$ cat config.mk
export PLATFORM = sky130hd
export DESIGN_NAME = chf_config
export DESIGN_NICKNAME = d
export VERILOG_FILES = /design/src/logic/chf_pkg.sv /design/src/logic/chf_config.sv /design/src/logic/chf_sync.sv
export SDC_FILE = /design/constraint.sdc
export NUM_CORES = 1
export LEC_CHECK = 0
export ABC_AREA = 0
export BUFFER_PORTS_ARGS = -buffer_cell sky130_fd_sc_hd__buf_2
export CORE_MARGIN = 2
export CORE_UTILIZATION = 57
export DETAILED_ROUTE_END_ITERATION = 10
export PLACE_DENSITY = 0.83
export SKIP_CTS_REPAIR_TIMING = 1
export SYNTH_ARGS = -nofsm -noshare
export SYNTH_HDL_FRONTEND = slang
export SYNTH_SLANG_ARGS = --single-unit
$ cat constraint.sdc
create_clock -name core_clk -period 5.05 [get_ports core_clk]
set_input_delay 0.505 -clock core_clk [delete_from_list [all_inputs] [get_ports core_clk]]
set_output_delay 0.505 -clock core_clk [all_outputs]
set_load 0.05 [all_outputs]
$ cat src/logic/chf_pkg.sv
// Constants for the charger switch, watchdog and thermistor config bank.
// Assumes a 100 MHz core clock and a 32-bit AXI4-Lite register bus.
package chf_pkg;
    // Register indices; the byte address is four times the index
    localparam logic [5:0] IDX_BATT_REG = 6'h0f;
    localparam logic [5:0] IDX_SWITCH_WD = 6'h11;
    localparam logic [5:0] IDX_THERM = 6'h12;
    localparam logic [5:0] IDX_IRQ_STATUS = 6'h20;
    localparam logic [5:0] IDX_IRQ_ENABLE = 6'h21;
    localparam logic [5:0] IDX_IRQ_CLEAR = 6'h22;
    // Values after reset
    localparam logic [7:0] RST_BATT_REG = 8'h2b;
    localparam logic [7:0] RST_SWITCH_WD = 8'h30;
    localparam logic [7:0] RST_THERM = 8'h05;
    // Field positions
    localparam int F_VSYS_LSB = 6;
    localparam int F_WDCLR_LSB = 0;
    localparam int F_WDSW_BIT = 2;
    localparam int F_INHIBIT_BIT = 3;
    localparam int F_OCTHR_LSB = 4;
    localparam int F_WDPER_BIT = 6;
    localparam int F_NOVBUS_BIT = 7;
    localparam int F_MODE_LSB = 0;
    localparam int F_SETPT_LSB = 2;
    localparam int F_COLD_BIT = 4;
    localparam int F_HOT_BIT = 5;
    // Highest regulation code with its own voltage step
    localparam logic [5:0] CODE_MAX = 6'h37;
    localparam logic [1:0] WD_CLEAR_KEY = 2'h1;
    // Interrupt status bits
    localparam int IRQ_WD = 0;
    localparam int IRQ_SWITCH = 1;
    localparam int IRQ_COOL = 2;
    localparam int IRQ_WARM = 3;
    localparam int IRQ_TREG = 4;
    localparam int IRQ_W = 5;
    // Bus answers
    localparam logic [1:0] RESP_OKAY = 2'h0;
    localparam logic [1:0] RESP_SLVERR = 2'h2;
    // Times and their cycle counts at the core clock rate
    localparam longint unsigned CLK_HZ = 64'd100000000;
    localparam longint unsigned WD_LONG_S = 64'd80;
    localparam longint unsigned WD_SHORT_S = 64'd32;
    localparam longint unsigned OC_DEB_MS = 64'd16;
    localparam longint unsigned WD_LONG_CYC = WD_LONG_S * CLK_HZ;
    localparam longint unsigned WD_SHORT_CYC = WD_SHORT_S * CLK_HZ;
    localparam longint unsigned OC_DEB_CYC = OC_DEB_MS * CLK_HZ / 64'd1000;
    localparam int WD_CNT_W = 33;
    localparam int OC_CNT_W = 21;
    // Thermistor control modes
    typedef enum logic [1:0] {
        THM_IGNORE,
        THM_STOP,
        THM_CUT_BOTH,
        THM_CUT_CURRENT
    } chf_thm_mode_t;
endpackage

$ cat src/logic/chf_config.sv
// Charger switch, watchdog and thermistor configuration register bank.
// Assumes an AXI4-Lite master on core_clk and asynchronous analog flags.
//
// What this block does
// - Regulation code passes up to 55; higher codes select the code 55 level.
// - Bits 7:6 select minimum system voltage; code 3 is reserved.
// - Writing 01 to the clear field restarts an enabled watchdog only.
// - Period bit 6 picks 80 s when clear, 32 s when set.
// - Watchdog switch-control bit 2 is stored and read back, drives nothing.
// - Inhibit clear: overcurrent lasting 16 ms opens the isolation switch.
// - Inhibit set: overcurrent leaves the isolation switch closed.
// - Bits 5:4 pick overcurrent threshold; code 0 disables detection.
// - Bit 7 enables overcurrent protection while no input supply is present.
// - Mode 0 ignores thermistor yet still raises cool and warm interrupts.
// - Mode 1 stops charging above hot or below cold threshold.
// - Mode 2 cuts current and voltage outside the warm and cool thresholds.
// - Mode 3 cuts only current outside the warm and cool thresholds.
// - Die above set point folds back current and sets regulation flag.
// - Bit 4 selects the cold threshold: 0 C clear, -10 C set.
// - Bit 5 selects the hot threshold: 60 C clear, 55 C set.
`timescale 1ns/1ps
module chf_config
    import chf_pkg::*;
#(
    parameter int ADDR_W = 8,
    parameter longint unsigned WD_LONG_CYCLES = WD_LONG_CYC,
    parameter longint unsigned WD_SHORT_CYCLES = WD_SHORT_CYC,
    parameter longint unsigned OC_DEB_CYCLES = OC_DEB_CYC
)
(
    // Clock, reset and freeze
    input wire logic core_clk,
    input wire logic rst,
    input wire logic ce,
    // AXI4-Lite write address and data
    input wire logic [ADDR_W-1:0] s_axi_awaddr,
    input wire logic s_axi_awvalid,
    output logic s_axi_awready,
    input wire logic [31:0] s_axi_wdata,
    input wire logic [3:0] s_axi_wstrb,
    input wire logic s_axi_wvalid,
    output logic s_axi_wready,
    // AXI4-Lite write response
    output logic [1:0] s_axi_bresp,
    output logic s_axi_bvalid,
    input wire logic s_axi_bready,
    // AXI4-Lite read
    input wire logic [ADDR_W-1:0] s_axi_araddr,
    input wire logic s_axi_arvalid,
    output logic s_axi_arready,
    output logic [31:0] s_axi_rdata,
    output logic [1:0] s_axi_rresp,
    output logic s_axi_rvalid,
    input wire logic s_axi_rready,
    // Analog comparator flags, asynchronous
    input wire logic batt_overcurrent,
    input wire logic vbus_present,
    input wire logic temp_above_hot,
    input wire logic temp_above_warm,
    input wire logic temp_below_cool,
    input wire logic temp_below_cold,
    input wire logic die_above_set_point,
    // Watchdog enable from core logic
    input wire logic watchdog_enable,
    // Selections to the analog loops
    output logic [5:0] battery_regulation_voltage_code,
    output logic [1:0] minimum_system_voltage_select,
    output logic [1:0] switch_overcurrent_threshold,
    output logic [1:0] junction_temperature_set_point,
    output logic cold_threshold_select,
    output logic hot_threshold_select,
    // Charger control and status
    output logic battery_isolation_switch_open,
    output logic charge_stop,
    output logic charge_current_reduce,
    output logic regulation_voltage_reduce,
    output logic current_foldback,
    output logic thermal_regulation_status_flag,
    output logic watchdog_expired,
    output logic irq
);
    localparam logic [WD_CNT_W-1:0] WD_LONG_LIM =
        WD_CNT_W'(WD_LONG_CYCLES - 64'd1);
    localparam logic [WD_CNT_W-1:0] WD_SHORT_LIM =
        WD_CNT_W'(WD_SHORT_CYCLES - 64'd1);
    localparam logic [OC_CNT_W-1:0] OC_LIM =
        OC_CNT_W'(OC_DEB_CYCLES - 64'd1);

    typedef struct packed {
        logic [7:0] breg;
        logic [7:0] swreg;
        logic [7:0] threg;
        logic [IRQ_W-1:0] irq_st;
        logic [IRQ_W-1:0] irq_en;
        logic aw_held;
        logic w_held;
        logic [5:0] w_idx;
        logic [7:0] w_data;
        logic w_strb0;
        logic awready;
        logic wready;
        logic bvalid;
        logic [1:0] bresp;
        logic arready;
        logic rvalid;
        logic [7:0] rdata;
        logic [1:0] rresp;
        logic [WD_CNT_W-1:0] wd_cnt;
        logic [OC_CNT_W-1:0] oc_cnt;
        logic sw_open;
        logic prev_cool;
        logic prev_warm;
        logic prev_die;
        logic [5:0] v_code;
        logic [1:0] vsys;
        logic [1:0] oc_thr;
        logic [1:0] set_pt;
        logic cold_sel;
        logic hot_sel;
        logic stop;
        logic cur_red;
        logic volt_red;
        logic fold;
        logic treg;
        logic wd_exp;
        logic irq;
    } chf_state_t;

    // Defaults; bus ready lines come up high
    localparam chf_state_t ST_RST = '{
        breg: RST_BATT_REG,
        swreg: RST_SWITCH_WD,
        threg: RST_THERM,
        awready: 1'b1,
        wready: 1'b1,
        arready: 1'b1,
        v_code: RST_BATT_REG[5:0],
        vsys: RST_BATT_REG[F_VSYS_LSB +: 2],
        oc_thr: RST_SWITCH_WD[F_OCTHR_LSB +: 2],
        set_pt: RST_THERM[F_SETPT_LSB +: 2],
        cold_sel: RST_THERM[F_COLD_BIT],
        hot_sel: RST_THERM[F_HOT_BIT],
        default: '0
    };

    chf_state_t st_q;
    chf_state_t st_d;
    logic [6:0] pins_s;
    logic oc_s;
    logic vbus_s;
    logic hot_s;
    logic warm_s;
    logic cool_s;
    logic cold_s;
    logic die_s;
    logic wd_kick;
    logic oc_active;
    logic [WD_CNT_W-1:0] wd_limit;
    logic [IRQ_W-1:0] ev;
    logic [IRQ_W-1:0] clr;

    // All analog flags cross through two flops
    chf_sync #(.W(7)) u_sync (
        .core_clk(core_clk),
        .rst(rst),
        .ce(ce),
        .async_in({die_above_set_point, temp_below_cold, temp_below_cool,
                   temp_above_warm, temp_above_hot, vbus_present,
                   batt_overcurrent}),
        .sync_out(pins_s)
    );

    assign oc_s = pins_s[0];
    assign vbus_s = pins_s[1];
    assign hot_s = pins_s[2];
    assign warm_s = pins_s[3];
    assign cool_s = pins_s[4];
    assign cold_s = pins_s[5];
    assign die_s = pins_s[6];

    // Codes past the table top all pick its highest voltage
    function automatic logic [5:0] sat_code(input logic [5:0] c);
        sat_code = (c > CODE_MAX) ? CODE_MAX : c;
    endfunction

    // Next state: bus slave, watchdog, overcurrent timer, thermistor logic
    always_comb
    begin
        st_d = st_q;
        st_d.wd_exp = 1'b0;
        clr = '0;
        wd_kick = 1'b0;
        // Address and data are taken independently, in either order
        if (s_axi_awvalid && st_q.awready)
        begin
            st_d.aw_held = 1'b1;
            st_d.w_idx = 6'(s_axi_awaddr >> 2);
        end
        if (s_axi_wvalid && st_q.wready)
        begin
            st_d.w_held = 1'b1;
            st_d.w_data = s_axi_wdata[7:0];
            st_d.w_strb0 = s_axi_wstrb[0];
        end
        if (st_q.bvalid && s_axi_bready)
            st_d.bvalid = 1'b0;
        // Commit only once the previous response has been taken
        if (st_q.aw_held && st_q.w_held && !st_q.bvalid)
        begin
            st_d.aw_held = 1'b0;
            st_d.w_held = 1'b0;
            st_d.bvalid = 1'b1;
            st_d.bresp = RESP_OKAY;
            case (st_q.w_idx)
                IDX_BATT_REG:
                begin
                    if (st_q.w_strb0)
                        st_d.breg = st_q.w_data;
                end
                IDX_SWITCH_WD:
                begin
                    if (st_q.w_strb0)
                        st_d.swreg = st_q.w_data;
                    wd_kick = st_q.w_strb0 && watchdog_enable &&
                        (st_q.w_data[F_WDCLR_LSB +: 2] == WD_CLEAR_KEY);
                end
                IDX_THERM:
                begin
                    if (st_q.w_strb0)
                        st_d.threg = st_q.w_data;
                end
                IDX_IRQ_ENABLE:
                begin
                    if (st_q.w_strb0)
                        st_d.irq_en = st_q.w_data[IRQ_W-1:0];
                end
                IDX_IRQ_CLEAR:
                begin
                    if (st_q.w_strb0)
                        clr = st_q.w_data[IRQ_W-1:0];
                end
                IDX_IRQ_STATUS: ; // Read-only, write ignored
                default: st_d.bresp = RESP_SLVERR;
            endcase
        end
        st_d.awready = !st_d.aw_held;
        st_d.wready = !st_d.w_held;

        // Read: one beat, answered the cycle after the address is taken
        if (st_q.rvalid && s_axi_rready)
            st_d.rvalid = 1'b0;
        if (s_axi_arvalid && st_q.arready)
        begin
            st_d.rvalid = 1'b1;
            st_d.rresp = RESP_OKAY;
            case (6'(s_axi_araddr >> 2))
                IDX_BATT_REG: st_d.rdata = st_q.breg;
                IDX_SWITCH_WD: st_d.rdata = st_q.swreg;
                IDX_THERM: st_d.rdata = st_q.threg;
                IDX_IRQ_STATUS: st_d.rdata = 8'(st_q.irq_st);
                IDX_IRQ_ENABLE: st_d.rdata = 8'(st_q.irq_en);
                IDX_IRQ_CLEAR: st_d.rdata = 8'h00;
                default:
                begin
                    st_d.rdata = 8'h00;
                    st_d.rresp = RESP_SLVERR;
                end
            endcase
        end
        st_d.arready = !st_d.rvalid;

        // Watchdog; >= also catches a period shortened mid-count
        wd_limit = st_q.swreg[F_WDPER_BIT] ? WD_SHORT_LIM : WD_LONG_LIM;
        if (!watchdog_enable || wd_kick)
            st_d.wd_cnt = '0;
        else if (st_q.wd_cnt >= wd_limit)
        begin
            st_d.wd_cnt = '0;
            st_d.wd_exp = 1'b1;
        end
        else
            st_d.wd_cnt = st_q.wd_cnt + 1'b1;

        // Overcurrent timer; switch recloses when the condition drops
        oc_active = oc_s && (st_q.swreg[F_OCTHR_LSB +: 2] != 2'h0)
            && (vbus_s || st_q.swreg[F_NOVBUS_BIT]);
        if (!oc_active)
        begin
            st_d.oc_cnt = '0;
            st_d.sw_open = 1'b0;
        end
        else if (st_q.oc_cnt < OC_LIM)
            st_d.oc_cnt = st_q.oc_cnt + 1'b1;
        else if (!st_q.swreg[F_INHIBIT_BIT])
            st_d.sw_open = 1'b1;

        // Sticky events; a set in the clearing cycle survives
        ev = '0;
        ev[IRQ_WD] = st_d.wd_exp;
        ev[IRQ_SWITCH] = st_d.sw_open && !st_q.sw_open;
        ev[IRQ_COOL] = cool_s && !st_q.prev_cool;
        ev[IRQ_WARM] = warm_s && !st_q.prev_warm;
        ev[IRQ_TREG] = die_s && !st_q.prev_die;
        st_d.prev_cool = cool_s;
        st_d.prev_warm = warm_s;
        st_d.prev_die = die_s;
        st_d.irq_st = (st_q.irq_st & ~clr) | ev;
        st_d.irq = |(st_d.irq_st & st_d.irq_en);

        // Selections to the analog blocks
        st_d.v_code = sat_code(st_q.breg[5:0]);
        st_d.vsys = st_q.breg[F_VSYS_LSB +: 2];
        st_d.oc_thr = st_q.swreg[F_OCTHR_LSB +: 2];
        st_d.set_pt = st_q.threg[F_SETPT_LSB +: 2];
        st_d.cold_sel = st_q.threg[F_COLD_BIT];
        st_d.hot_sel = st_q.threg[F_HOT_BIT];

        // Thermistor control of the charger
        st_d.stop = 1'b0;
        st_d.cur_red = 1'b0;
        st_d.volt_red = 1'b0;
        case (chf_thm_mode_t'(st_q.threg[F_MODE_LSB +: 2]))
            THM_IGNORE: ;
            THM_STOP: st_d.stop = hot_s || cold_s;
            THM_CUT_BOTH:
            begin
                st_d.cur_red = warm_s || cool_s;
                st_d.volt_red = warm_s || cool_s;
            end
            THM_CUT_CURRENT: st_d.cur_red = warm_s || cool_s;
            default: ;
        endcase
        st_d.fold = die_s;
        st_d.treg = die_s;
    end

    // Single state register, frozen while ce is low
    always_ff @(posedge core_clk or posedge rst)
    begin
        if (rst)
            st_q <= ST_RST;
        else if (ce)
            st_q <= st_d;
    end

    // Outputs come straight from the state register
    assign s_axi_awready = st_q.awready;
    assign s_axi_wready = st_q.wready;
    assign s_axi_bresp = st_q.bresp;
    assign s_axi_bvalid = st_q.bvalid;
    assign s_axi_arready = st_q.arready;
    assign s_axi_rdata = {24'h000000, st_q.rdata};
    assign s_axi_rresp = st_q.rresp;
    assign s_axi_rvalid = st_q.rvalid;
    assign battery_regulation_voltage_code = st_q.v_code;
    assign minimum_system_voltage_select = st_q.vsys;
    assign switch_overcurrent_threshold = st_q.oc_thr;
    assign junction_temperature_set_point = st_q.set_pt;
    assign cold_threshold_select = st_q.cold_sel;
    assign hot_threshold_select = st_q.hot_sel;
    assign battery_isolation_switch_open = st_q.sw_open;
    assign charge_stop = st_q.stop;
    assign charge_current_reduce = st_q.cur_red;
    assign regulation_voltage_reduce = st_q.volt_red;
    assign current_foldback = st_q.fold;
    assign thermal_regulation_status_flag = st_q.treg;
    assign watchdog_expired = st_q.wd_exp;
    assign irq = st_q.irq;
endmodule

$ cat src/logic/chf_sync.sv
// Two-flop synchroniser for asynchronous level inputs.
// Assumes slow levels; a pulse shorter than a clock may be lost.
`timescale 1ns/1ps
module chf_sync
    import chf_pkg::*;
#(
    parameter int W = 1
)
(
    // Clock, reset and freeze
    input wire logic core_clk,
    input wire logic rst,
    input wire logic ce,
    // Levels in and out
    input wire logic [W-1:0] async_in,
    output logic [W-1:0] sync_out
);
    typedef struct packed {
        logic [W-1:0] s1;
        logic [W-1:0] s2;
    } chf_sync_t;

    chf_sync_t st_q;
    chf_sync_t st_d;

    // First stage is read by the second stage only
    always_comb
    begin
        st_d.s1 = async_in;
        st_d.s2 = st_q.s1;
    end

    // Freeze with the block while ce is low
    always_ff @(posedge core_clk or posedge rst)
    begin
        if (rst)
            st_q <= '0;
        else if (ce)
            st_q <= st_d;
    end

    assign sync_out = st_q.s2;
endmodule

==> impl_metrics.json, run 1 <==
{
  "fin_crit_sh_pct": 57.90,
  "routedWlPerCell_um": 17.61,
  "hold_class": "in -> async",
  "ys_ff_latch": 157,
  "synth_edf_count": 0,
  "nFillCells": 1072,
  "fp.dieArea_mm2": 0.01544,
  "reg2reg_from": "st_q[137]$_DFFE_PP0P_",
  "slew_headroom_pct": 30.97,
  "clock_path_buffers": 2,
  "finalClockSkew_ns": 0.01035,
  "synth-async-reset-ratio_pct": 100.0,
  "maxCapViolCount": 0,
  "layout_commonest_cell": "dfrtp_1",
  "syn_inst": 800,
  "cp_max_fo": 33,
  "gp_congestion": 0.8564,
  "final.setup.worst_slack_ns": 2.126,
  "dp_hpwl_mm": 11.81,
  "track_usage_pct": 23.95,
  "drtPass1Iterations": 5,
  "cts_tree": "built",
  "peakVddDrop_v": 0.0003171,
  "reg2regPathDepth": 9,
  "grt_first_pass_wirelength_mm": 30.09,
  "synth.distinct_cells": 64,
  "start_util_pct": 58.94,
  "p_per_area_mw_per_mm2": 417.7,
  "power_uw": 3819,
  "rsz0062_at_grt": "no",
  "slew_violations": 0,
  "dr.first_iter.drc_count": 432,
  "ant_nets": 0,
  "p_leak_uw": 0.004120,
  "reg2reg_to": "st_q[74]$_DFFE_PP0P_",
  "grt-ovfl-total": 0,
  "clkTransAtPathRegs_ns": 0.07,
  "synth_xor_area_share_pct": 0.9561,
  "cts_inserted_buffers": 17,
  "final_cell_mix": "dfrtp_1 (139), nor2_1 (78), mux2_2 (76)",
  "dp_slack_ns": 2.185,
  "yosysTopAreaCellShare_pct": 42.19,
  "setup_tns_ns": 0,
  "post_synth.cell_area_avg_um2": 10.31,
  "die_x_um": 124.3,
  "path_class": "reg -> reg",
  "num_vias": 6280,
  "synth_warnings": 0,
  "grt_pass1_vias": 5881,
  "vias_per_cell": 6.044,
  "num_io_pins": 131,
  "final_layout_size_suffix_gt1_share_pct": 25.73,
  "clk_latency_ns": 0.44,
  "syn_to_final_growth_pct": 10.90,
  "max_freq_mhz": 342.0,
  "synth_top_family_by_area": "simple AND/OR/NAND/NOR gates",
  "synth_fa_ha_area_share_pct": 1.821,
  "synthSimpleGateAreaFrac_pct": 15.87,
  "h-tree-depth": 4,
  "synth_top_cell_by_area": "dfrtp_1",
  "status": "finished, final reports clean",
  "row_count": 43,
  "synth.mux.area_fraction_pct": 12.20,
  "layout.nets": 926,
  "start_kind": "flop",
  "fp.dieH_um": 124.3,
  "antenna_cells": 0,
  "drc_errors": 0,
  "cts_root_buf": "clkbuf_16",
  "cts.sinks": 157,
  "synth-seq-area-share_pct": 47.93,
  "setup_violations": 0,
  "rrSetupSlack_ns": 2.13,
  "coreArea_mm2": 0.01399,
  "antenna_found_initial": 0,
  "finalCriticalPeriod_ns": 2.924,
  "crit_required_ns": 5.37,
  "port_buffers": 73,
  "synth_area_leaders": "dfrtp_1 (42%), mux2_2 (10%), dfstp_2 (5.7%), buf_4 (4.6%), nor2_1 (3.6%)",
  "wl_mm": 18.29,
  "hold_violations": 0,
  "synth_compound_area_share_pct": 14.28,
  "critPathCaptureType": "flop",
  "grt_max_degree": 115,
  "synthesis.area_mm2": 0.008244,
  "worst_ep_arrival_time_ns": 3.25,
  "ys.flop_type": "dfrtp_1",
  "tightest_slew_ns": 1.026
}
[through the flow]
stage | area [um2] | util [%] | instances | hold slack [ns]
finish | 9143 | 65.36 | 1039 | 0.2738
global route | 9143 | 65.36 | 1039 | 0.2887
CTS | 9143 | 65.36 | 1039 | 0.2792
detailed placement | 8499 | 60.76 | 1007 | 0.4687
global placement | 8499 | 60.76 | 1007 | 0.4608
floorplan | 8338 | - | 825 | 0.4498
[synthesized netlist by cell type (all sizes together) (3+ instances only)]
cell,number
buf,64
nor4,10
nor3b,3
and2,3
mux2i,15
nand3,29
a21o,3
a221oi,6
o31ai,9
a21oi,29
and3,11
clkbuf,16
a222oi,3
nor2,78
and3b,3
xor2,8
inv,16
nor3,28
dfstp,18
o22ai,3
o2bb2ai,11
or4b,3
nand4,12
o21ai,52
ha,12
nand3b,3
nor2b,8
a31oi,4
and4,3
dfrtp,139
a22o,26
nand2,59
or3,6
mux2,76
[cell families after synthesis]
group	after synthesis
XOR/XNOR	9
AND/OR/NAND/NOR	266
buffers and inverters	96
flip-flops	157
multiplexers	91
AO/OA/AOI/OAI	168
other	1
adder cells (fa/ha/maj)	12
[layout make-up]
class                      instances  area [um2]  share of cell area, %
clock inverter                    15       217.7                  2.381
timing repair buffer              82       432.9                  4.735
clock buffer                      17       425.4                  4.653
inverter                          16       65.06                 0.7116
tap                              180       225.2                  2.463
sequential                       157        3951                  43.22
multi-input combinational        572        3825                  41.84
[flip-flops by register name, indices dropped and copies added (netlist names), 2 cells and up]
name                             flops
battery_regulation_voltage_code      6
junction_temperature_set_point       2
minimum_system_voltage_select        2
s_axi_rdata                          8
st_d                                 8
st_q                                99
switch_overcurrent_threshold         2
u_sync.st_d                          7
u_sync.sync_out                      7
[critical path: stages (launching register included)]
cell and delay, ns:
dfrtp_1 0.59, inv_1 0.22, ha_1 0.33, nand2_1 0.05, nor4_1 0.38, a41oi_2 0.22, a31oi_4 0.22, buf_4 0.34
o21ai_0 0.17, a22o_1 0.27
[layer usage]
| metal | vias to the layer above | routed length [um] | share of wire, % | global-route usage (%) |
|---|---|---|---|---|
| met5 | - | 0 | 0 | 0 |
| met4 | 0 | 391 | 2.1 | 9.650 |
| met3 | 32 | 766 | 4.2 | 4.338 |
| met2 | 180 | 8881 | 49 | 37.83 |
| met1 | 3113 | 8254 | 45 | 32.95 |
| li1 | 2955 | - | - | - |
[power breakdown]
| part | internal, uW | switching, uW |
|---|---|---|
| Clock | 808 | 586 |
| Sequential | 1460 | 239 |
| Combinational | 258 | 466 |
| Total | 2530 | 1290 |
[worst max path at each step]
stage,start,cells after the start,endpoint
floorplan,rst,1,battery_isolation_switch_open$_DFFE_PP0P_
global placement,st_q[137]$_DFFE_PP0P_,9,st_q[77]$_DFFE_PP0P_
detailed placement,st_q[137]$_DFFE_PP0P_,9,st_q[55]$_DFFE_PP0P_
CTS,st_q[137]$_DFFE_PP0P_,9,st_q[74]$_DFFE_PP0P_
global route,st_q[137]$_DFFE_PP0P_,9,st_q[55]$_DFFE_PP0P_
finish,st_q[137]$_DFFE_PP0P_,9,st_q[74]$_DFFE_PP0P_
(Power assumes the default switching activity.)
==> run 2: changes to the inputs <==
Settings changed: CORE_UTILIZATION 57 to 52, PLACE_DENSITY 0.83 to 0.8.
Clock period 5.05 ns to 2.35 ns, I/O delays scaled along.
==> run 2 against run 1 <==
The flow now finishes with violations (setup timing). Via count grew 7.0%. Critical path type unchanged. Sequential share of layout area fell by 3.2 points. Setup slack got worse by 2.2 ns. Maximum frequency grew 20%. Final cell count up 9.1%. Critical path depth is 3 higher. Clock skew fell by 0.0037 ns.
==> impl_metrics.json, run 2 (synthesis gave the netlist of run 1 again) <==
{
  "status": "finished, violations left",
  "violations": "setup timing",
  "final_cell_mix": "dfrtp_1 (138), mux2_2 (76), nor2_1 (75)",
  "grt-ovfl-total": 0,
  "slew_headroom_pct": 57.45,
  "min_path_cells": 2,
  "fp.dieArea_mm2": 0.01688,
  "die_x_um": 129.9,
  "multi_input_comb_area_mm2": 0.004046,
  "crit_required_ns": 2.68,
  "top_register": "st_q",
  "whs_ns": 0.03030,
  "h-tree-depth": 4,
  "p_per_area_mw_per_mm2": 829.0,
  "hold_violations": 0,
  "p_leak_uw": 0.004445,
  "routedWlPerCell_um": 17.92,
  "row_count": 46,
  "cp_max_fo": 6,
  "dr.first_iter.drc_count": 538,
  "hold_end": "st_q[104]$_DFFE_PP0P_",
  "hold_start": "s_axi_wdata[7]",
  "critPathCaptureType": "flop",
  "drc_errors": 0,
  "clock_path_buffers": 2,
  "track_usage_pct": 22.85,
  "hold_class": "in -> reg",
  "grt_pass1_vias": 6057,
  "seq_area_mm2": 0.003953,
  "vias_per_cell": 5.926,
  "finalClockSkew_ns": 0.006622,
  "peakVddDrop_v": 0.0007095,
  "slew_violations": 0,
  "largest_register_ffs": 99,
  "tightest_slew_ns": 0.6324,
  "dp_hpwl_mm": 12.95,
  "reg2regPathDepth": 12,
  "cts.sinks": 157,
  "fin_crit_sh_pct": 103.8,
  "num_vias": 6720,
  "syn_to_final_growth_pct": 19.75,
  "coreArea_mm2": 0.01571,
  "rrSetupSlack_ns": -0.09,
  "worst_ep_arrival_time_ns": 2.77,
  "path_class": "reg -> reg",
  "gp_congestion": 0.8705,
  "layout.nets": 985,
  "layout_commonest_cell": "dfrtp_1",
  "reg2reg_to": "st_q[72]$_DFFE_PP0P_",
  "crit_path_start": "st_q[137]$_DFFE_PP0P_",
  "grt_max_degree": 63,
  "fp.dieH_um": 129.9,
  "start_util_pct": 52.47,
  "antenna_found_initial": 0,
  "cts_tree": "built",
  "max_freq_mhz": 409.9,
  "grt_first_pass_wirelength_mm": 30.34,
  "cts_root_buf": "clkbuf_16",
  "wl_mm": 20.33,
  "cts_inserted_buffers": 17,
  "setup_violations": 24,
  "ant_nets": 0,
  "maxCapViolCount": 0,
  "drtPass1Iterations": 7,
  "clkTransAtPathRegs_ns": 0.07,
  "port_buffers": 73,
  "setup_tns_ns": -1.134,
  "final.setup.worst_slack_ns": -0.08992,
  "reg2reg_from": "st_q[137]$_DFFE_PP0P_",
  "nFillCells": 1160,
  "num_io_pins": 131,
  "finalCriticalPeriod_ns": 2.440,
  "clk_latency_ns": 0.44,
  "antenna_cells": 0,
  "start_kind": "flop",
  "final_layout_size_suffix_gt1_share_pct": 33.55,
  "rsz0062_at_grt": "yes"
}
[run 2: worst max-delay path by stage]
stage                            to  slack, ns
3_3_place_gp        irq$_DFFE_PP0P_      -0.08
3_5_place_dp   st_q[58]$_DFFE_PP0P_       -0.1
4_1_cts             irq$_DFFE_PP0P_      -0.12
5_1_grt        st_q[72]$_DFFE_PP0P_      -0.15
6_report       st_q[72]$_DFFE_PP0P_      -0.09
2_1_floorplan  st_q[58]$_DFFE_PP0P_     0.0003
[run 2: stage by stage]
| stage | setup slack (ns) | instances | total power, uW | area, um2 | util, % |
|---|---|---|---|---|---|
| 6_report | -0.08992 | 1134 | 8184 | 9872 | 62.83 |
| 5_1_grt | -0.1494 | 1134 | 8511 | 9872 | 62.83 |
| 4_1_cts | -0.1220 | 1120 | 8040 | 9494 | 60.42 |
| 3_5_place_dp | -0.09500 | 1088 | 5405 | 8931 | 56.84 |
| 3_3_place_gp | -0.08163 | 1088 | 5334 | 8931 | 56.84 |
| 2_1_floorplan | 0.0003084 | 825 | 4881 | 8348 | - |
[run 2: routing by layer]
layer / vias to the layer above / wire [um] / GRT usage (%)
li1: 3070 / - / -
met1: 3338 / 8692 / 31.04
met2: 268 / 10030 / 36.86
met3: 44 / 1072 / 3.690
met4: 0 / 532 / 9.298
met5: - / 0 / 0
[run 2: layout make-up]
type                    instances  area share (%)
clock buffers                  19           4.487
inverters                      16          0.6717
repair buffers                141           9.861
clock inverters                13           1.217
flip-flops and latches        157           40.04
well taps                     216           2.738
multi-input cells             572           40.99
[run 2: report_power, final]
part           total [uW]  internal, uW  leakage (uW)  switching, uW
registers            3570          3150       0.00201            420
clock network        2650          1420      0.000275           1220
logic                1970           773       0.00216           1200
[run 2: worst max-delay path, cell delays in order (launching register included)]
cell     delay (ns)
dfrtp_2        0.45
inv_4          0.07
buf_6          0.14
ha_4           0.27
nand2_4        0.05
nor4_4         0.17
buf_4          0.17
a41oi_2        0.14
a31oi_4        0.26
buf_6          0.16
buf_6          0.12
o21ai_1        0.07
a22o_1         0.24
==> run 3: changes to the inputs <==
Settings changed: PLACE_DENSITY 0.8 to 0.77, SYNTH_HIERARCHICAL from default to 1.
==> run 3 against run 2 <==
The run now ends clean. Combinational power shrank 14%. Global-route usage is 0.57 points higher. Setup slack improved by 0.11 ns. Critical path type unchanged. Largest cell class unchanged.
==> impl_metrics.json, run 3 <==
{
  "p_leak_uw": 0.004279,
  "hold_class": "in -> reg",
  "synth_edf_count": 0,
  "cts_root_buf": "clkbuf_16",
  "final_layout_size_suffix_gt1_share_pct": 33.74,
  "port_buffers": 73,
  "layout_commonest_cell": "dfrtp_1",
  "grt_pass1_vias": 6272,
  "synthesis.area_mm2": 0.008195,
  "num_io_pins": 131,
  "status": "finished, final reports clean",
  "cts_tree": "built",
  "nFillCells": 1225,
  "worst_ep_arrival_time_ns": 2.63,
  "multi_input_comb_area_mm2": 0.004076,
  "routedWlPerCell_um": 17.88,
  "dr.first_iter.drc_count": 559,
  "synth_most_common_cell": "dfrtp_1",
  "cts.sinks": 157,
  "finalClockSkew_ns": 0.01013,
  "power_uw": 7981,
  "synth_area_leaders": "dfrtp_1 (42%), mux2_2 (11%), dfstp_2 (5.8%), buf_4 (4.5%), nand2_1 (3.2%)",
  "drtPass1Iterations": 5,
  "critPathCaptureType": "flop",
  "fin_crit_sh_pct": 99.20,
  "hold_violations": 0,
  "grt_first_pass_wirelength_mm": 30.85,
  "seq_area_mm2": 0.003954,
  "setup_violations": 0,
  "synth-seq-area-share_pct": 48.21,
  "tightest_slew_ns": 1.233,
  "top_usage_layer": "met2",
  "start_util_pct": 53.51,
  "crit_required_ns": 2.65,
  "ys.flop_type": "dfrtp_1",
  "syn_to_final_growth_pct": 20.20,
  "ys_ff_latch": 157,
  "antenna_found_initial": 0,
  "gp_congestion": 0.8390,
  "vias_per_cell": 5.913,
  "fp.dieH_um": 129.5,
  "ant_nets": 0,
  "synth-async-reset-ratio_pct": 100.0,
  "use_met1_pct": 31.45,
  "cts_inserted_buffers": 17,
  "dp_hpwl_mm": 13.40,
  "grt_max_degree": 44,
  "layout.nets": 968,
  "top_register": "st_q",
  "path_class": "reg -> reg",
  "row_count": 45,
  "coreArea_mm2": 0.01531,
  "antenna_cells": 0,
  "wl_mm": 19.88,
  "track_usage_pct": 23.42,
  "placed_cell_area_mm2": 0.008820,
  "syn_inst": 793,
  "yosysTopAreaCellShare_pct": 42.44,
  "num_vias": 6575,
  "clkTransAtPathRegs_ns": 0.07,
  "peakVddDrop_v": 0.0006163,
  "maxCapViolCount": 0,
  "slew_headroom_pct": 17.51,
  "h-tree-depth": 4,
  "p_per_area_mw_per_mm2": 810.2,
  "rsz0062_at_grt": "yes",
  "largest_register_ffs": 99,
  "die_x_um": 129.5,
  "fin_area_mm2": 0.009851,
  "post_synth.cell_area_avg_um2": 10.33,
  "synth_warnings": 6,
  "grt-ovfl-total": 0,
  "synth_top_cell_by_area": "dfrtp_1",
  "fp.dieArea_mm2": 0.01678,
  "cp_max_fo": 14,
  "gr-usage-met3_pct": 4.789,
  "finalCriticalPeriod_ns": 2.331,
  "slew_violations": 0,
  "whs_ns": 0.03966,
  "clock_path_buffers": 2,
  "drc_errors": 0,
  "final_cell_mix": "dfrtp_1 (137), mux2_2 (77), buf_2 (73)",
  "max_freq_mhz": 429.0,
  "synth.distinct_cells": 72,
  "synth_common_cells": "dfrtp_1 (139), mux2_2 (77), nand2_1 (69)",
  "start_kind": "flop",
  "clk_latency_ns": 0.43,
  "use_met2_pct": 39.01
}
[run 3: changes by cell type in the layout (fill, tap and decap cells not counted), sizes merged, moves of 6 or more]
cell / previous run / this run
inv: 23 / 36
o22ai: 3 / 15
o21ai: 52 / 31
buf: 140 / 129
o2bb2ai: 11 / 5
nand2: 59 / 69
a31oi: 4 / 19
nor3: 28 / 15
nor2: 78 / 44
nor4: 10 / 3
a211oi: 1 / 7
a22o: 26 / 5
nand4: 12 / 20
[run 3: where the power goes]
group	leakage (uW)	switching, uW	internal (uW)
combinational	0.00198	1040	649
sequential	0.00202	425	3130
clock	0.000278	1130	1600
[run 3: layout make-up]
class                   count  share of cell area [%]
clock buffers              20                   4.534
clock inverters            12                   1.384
inverters                  33                   1.321
multi-input cells         548                   41.38
flip-flops and latches    157                   40.14
well taps                 211                   2.680
repair buffers            131                   8.561
[run 3: critical path, cell delays in order, from the launching register on]
cell	delay (ns)
dfrtp_2	0.48
buf_6	0.17
ha_4	0.28
nand3_4	0.08
o41ai_4	0.41
a31oi_4	0.18
buf_4	0.24
a41oi_1	0.26
o31ai_2	0.10
[run 3: stage by stage]
step                worst slack, ns  TNS (ns)  std cells  utilization [%]
floorplan                   0.06591         0        818                -
global placement           -0.08161  -0.08445       1074            57.59
detailed placement          -0.1385   -0.7090       1074            57.59
CTS                         -0.1602    -1.329       1106            61.40
global route               -0.03695   -0.3861       1112            64.32
finish                      0.01877         0       1112            64.32
[run 3: cells by family after synthesis]
logic type / after synthesis / synth area share, %
compound gates: 165 / 13.89
xor+xnor: 10 / 1.069
flops: 157 / 48.21
fa+ha+maj: 12 / 1.832
other cells: 1 / 0.04576
mux: 87 / 11.80
buf+inv: 113 / 7.618
simple gates: 248 / 15.53
[run 3: path summary, 6_finish.rpt]
kind	startpoint	end	slack, ns	cells after the start
max	st_q[137]$_DFFE_PP0P_	st_q[74]$_DFFE_PP0P_	0.02	8
min	s_axi_wdata[5]	st_q[102]$_DFFE_PP0P_	0.04	2
max reg2reg	st_q[137]$_DFFE_PP0P_	st_q[74]$_DFFE_PP0P_	0.02	8
min reg2reg	s_axi_rdata[5]$_DFFE_PP0P_	s_axi_rdata[5]$_DFFE_PP0P_	0.47	2
max in group asynchronous	rst	battery_regulation_voltage_code[0]$_DFFE_PP1P_	1.02	4
min in group asynchronous	rst	u_sync/st_d[0]$_DFFE_PP0P_	0.40	3
[run 3: metal layers]
metal	wire length (um)	share of wire, %
met2	9851	50
met5	0	0
met4	278	1.4
met1	8796	44
met3	952	4.8
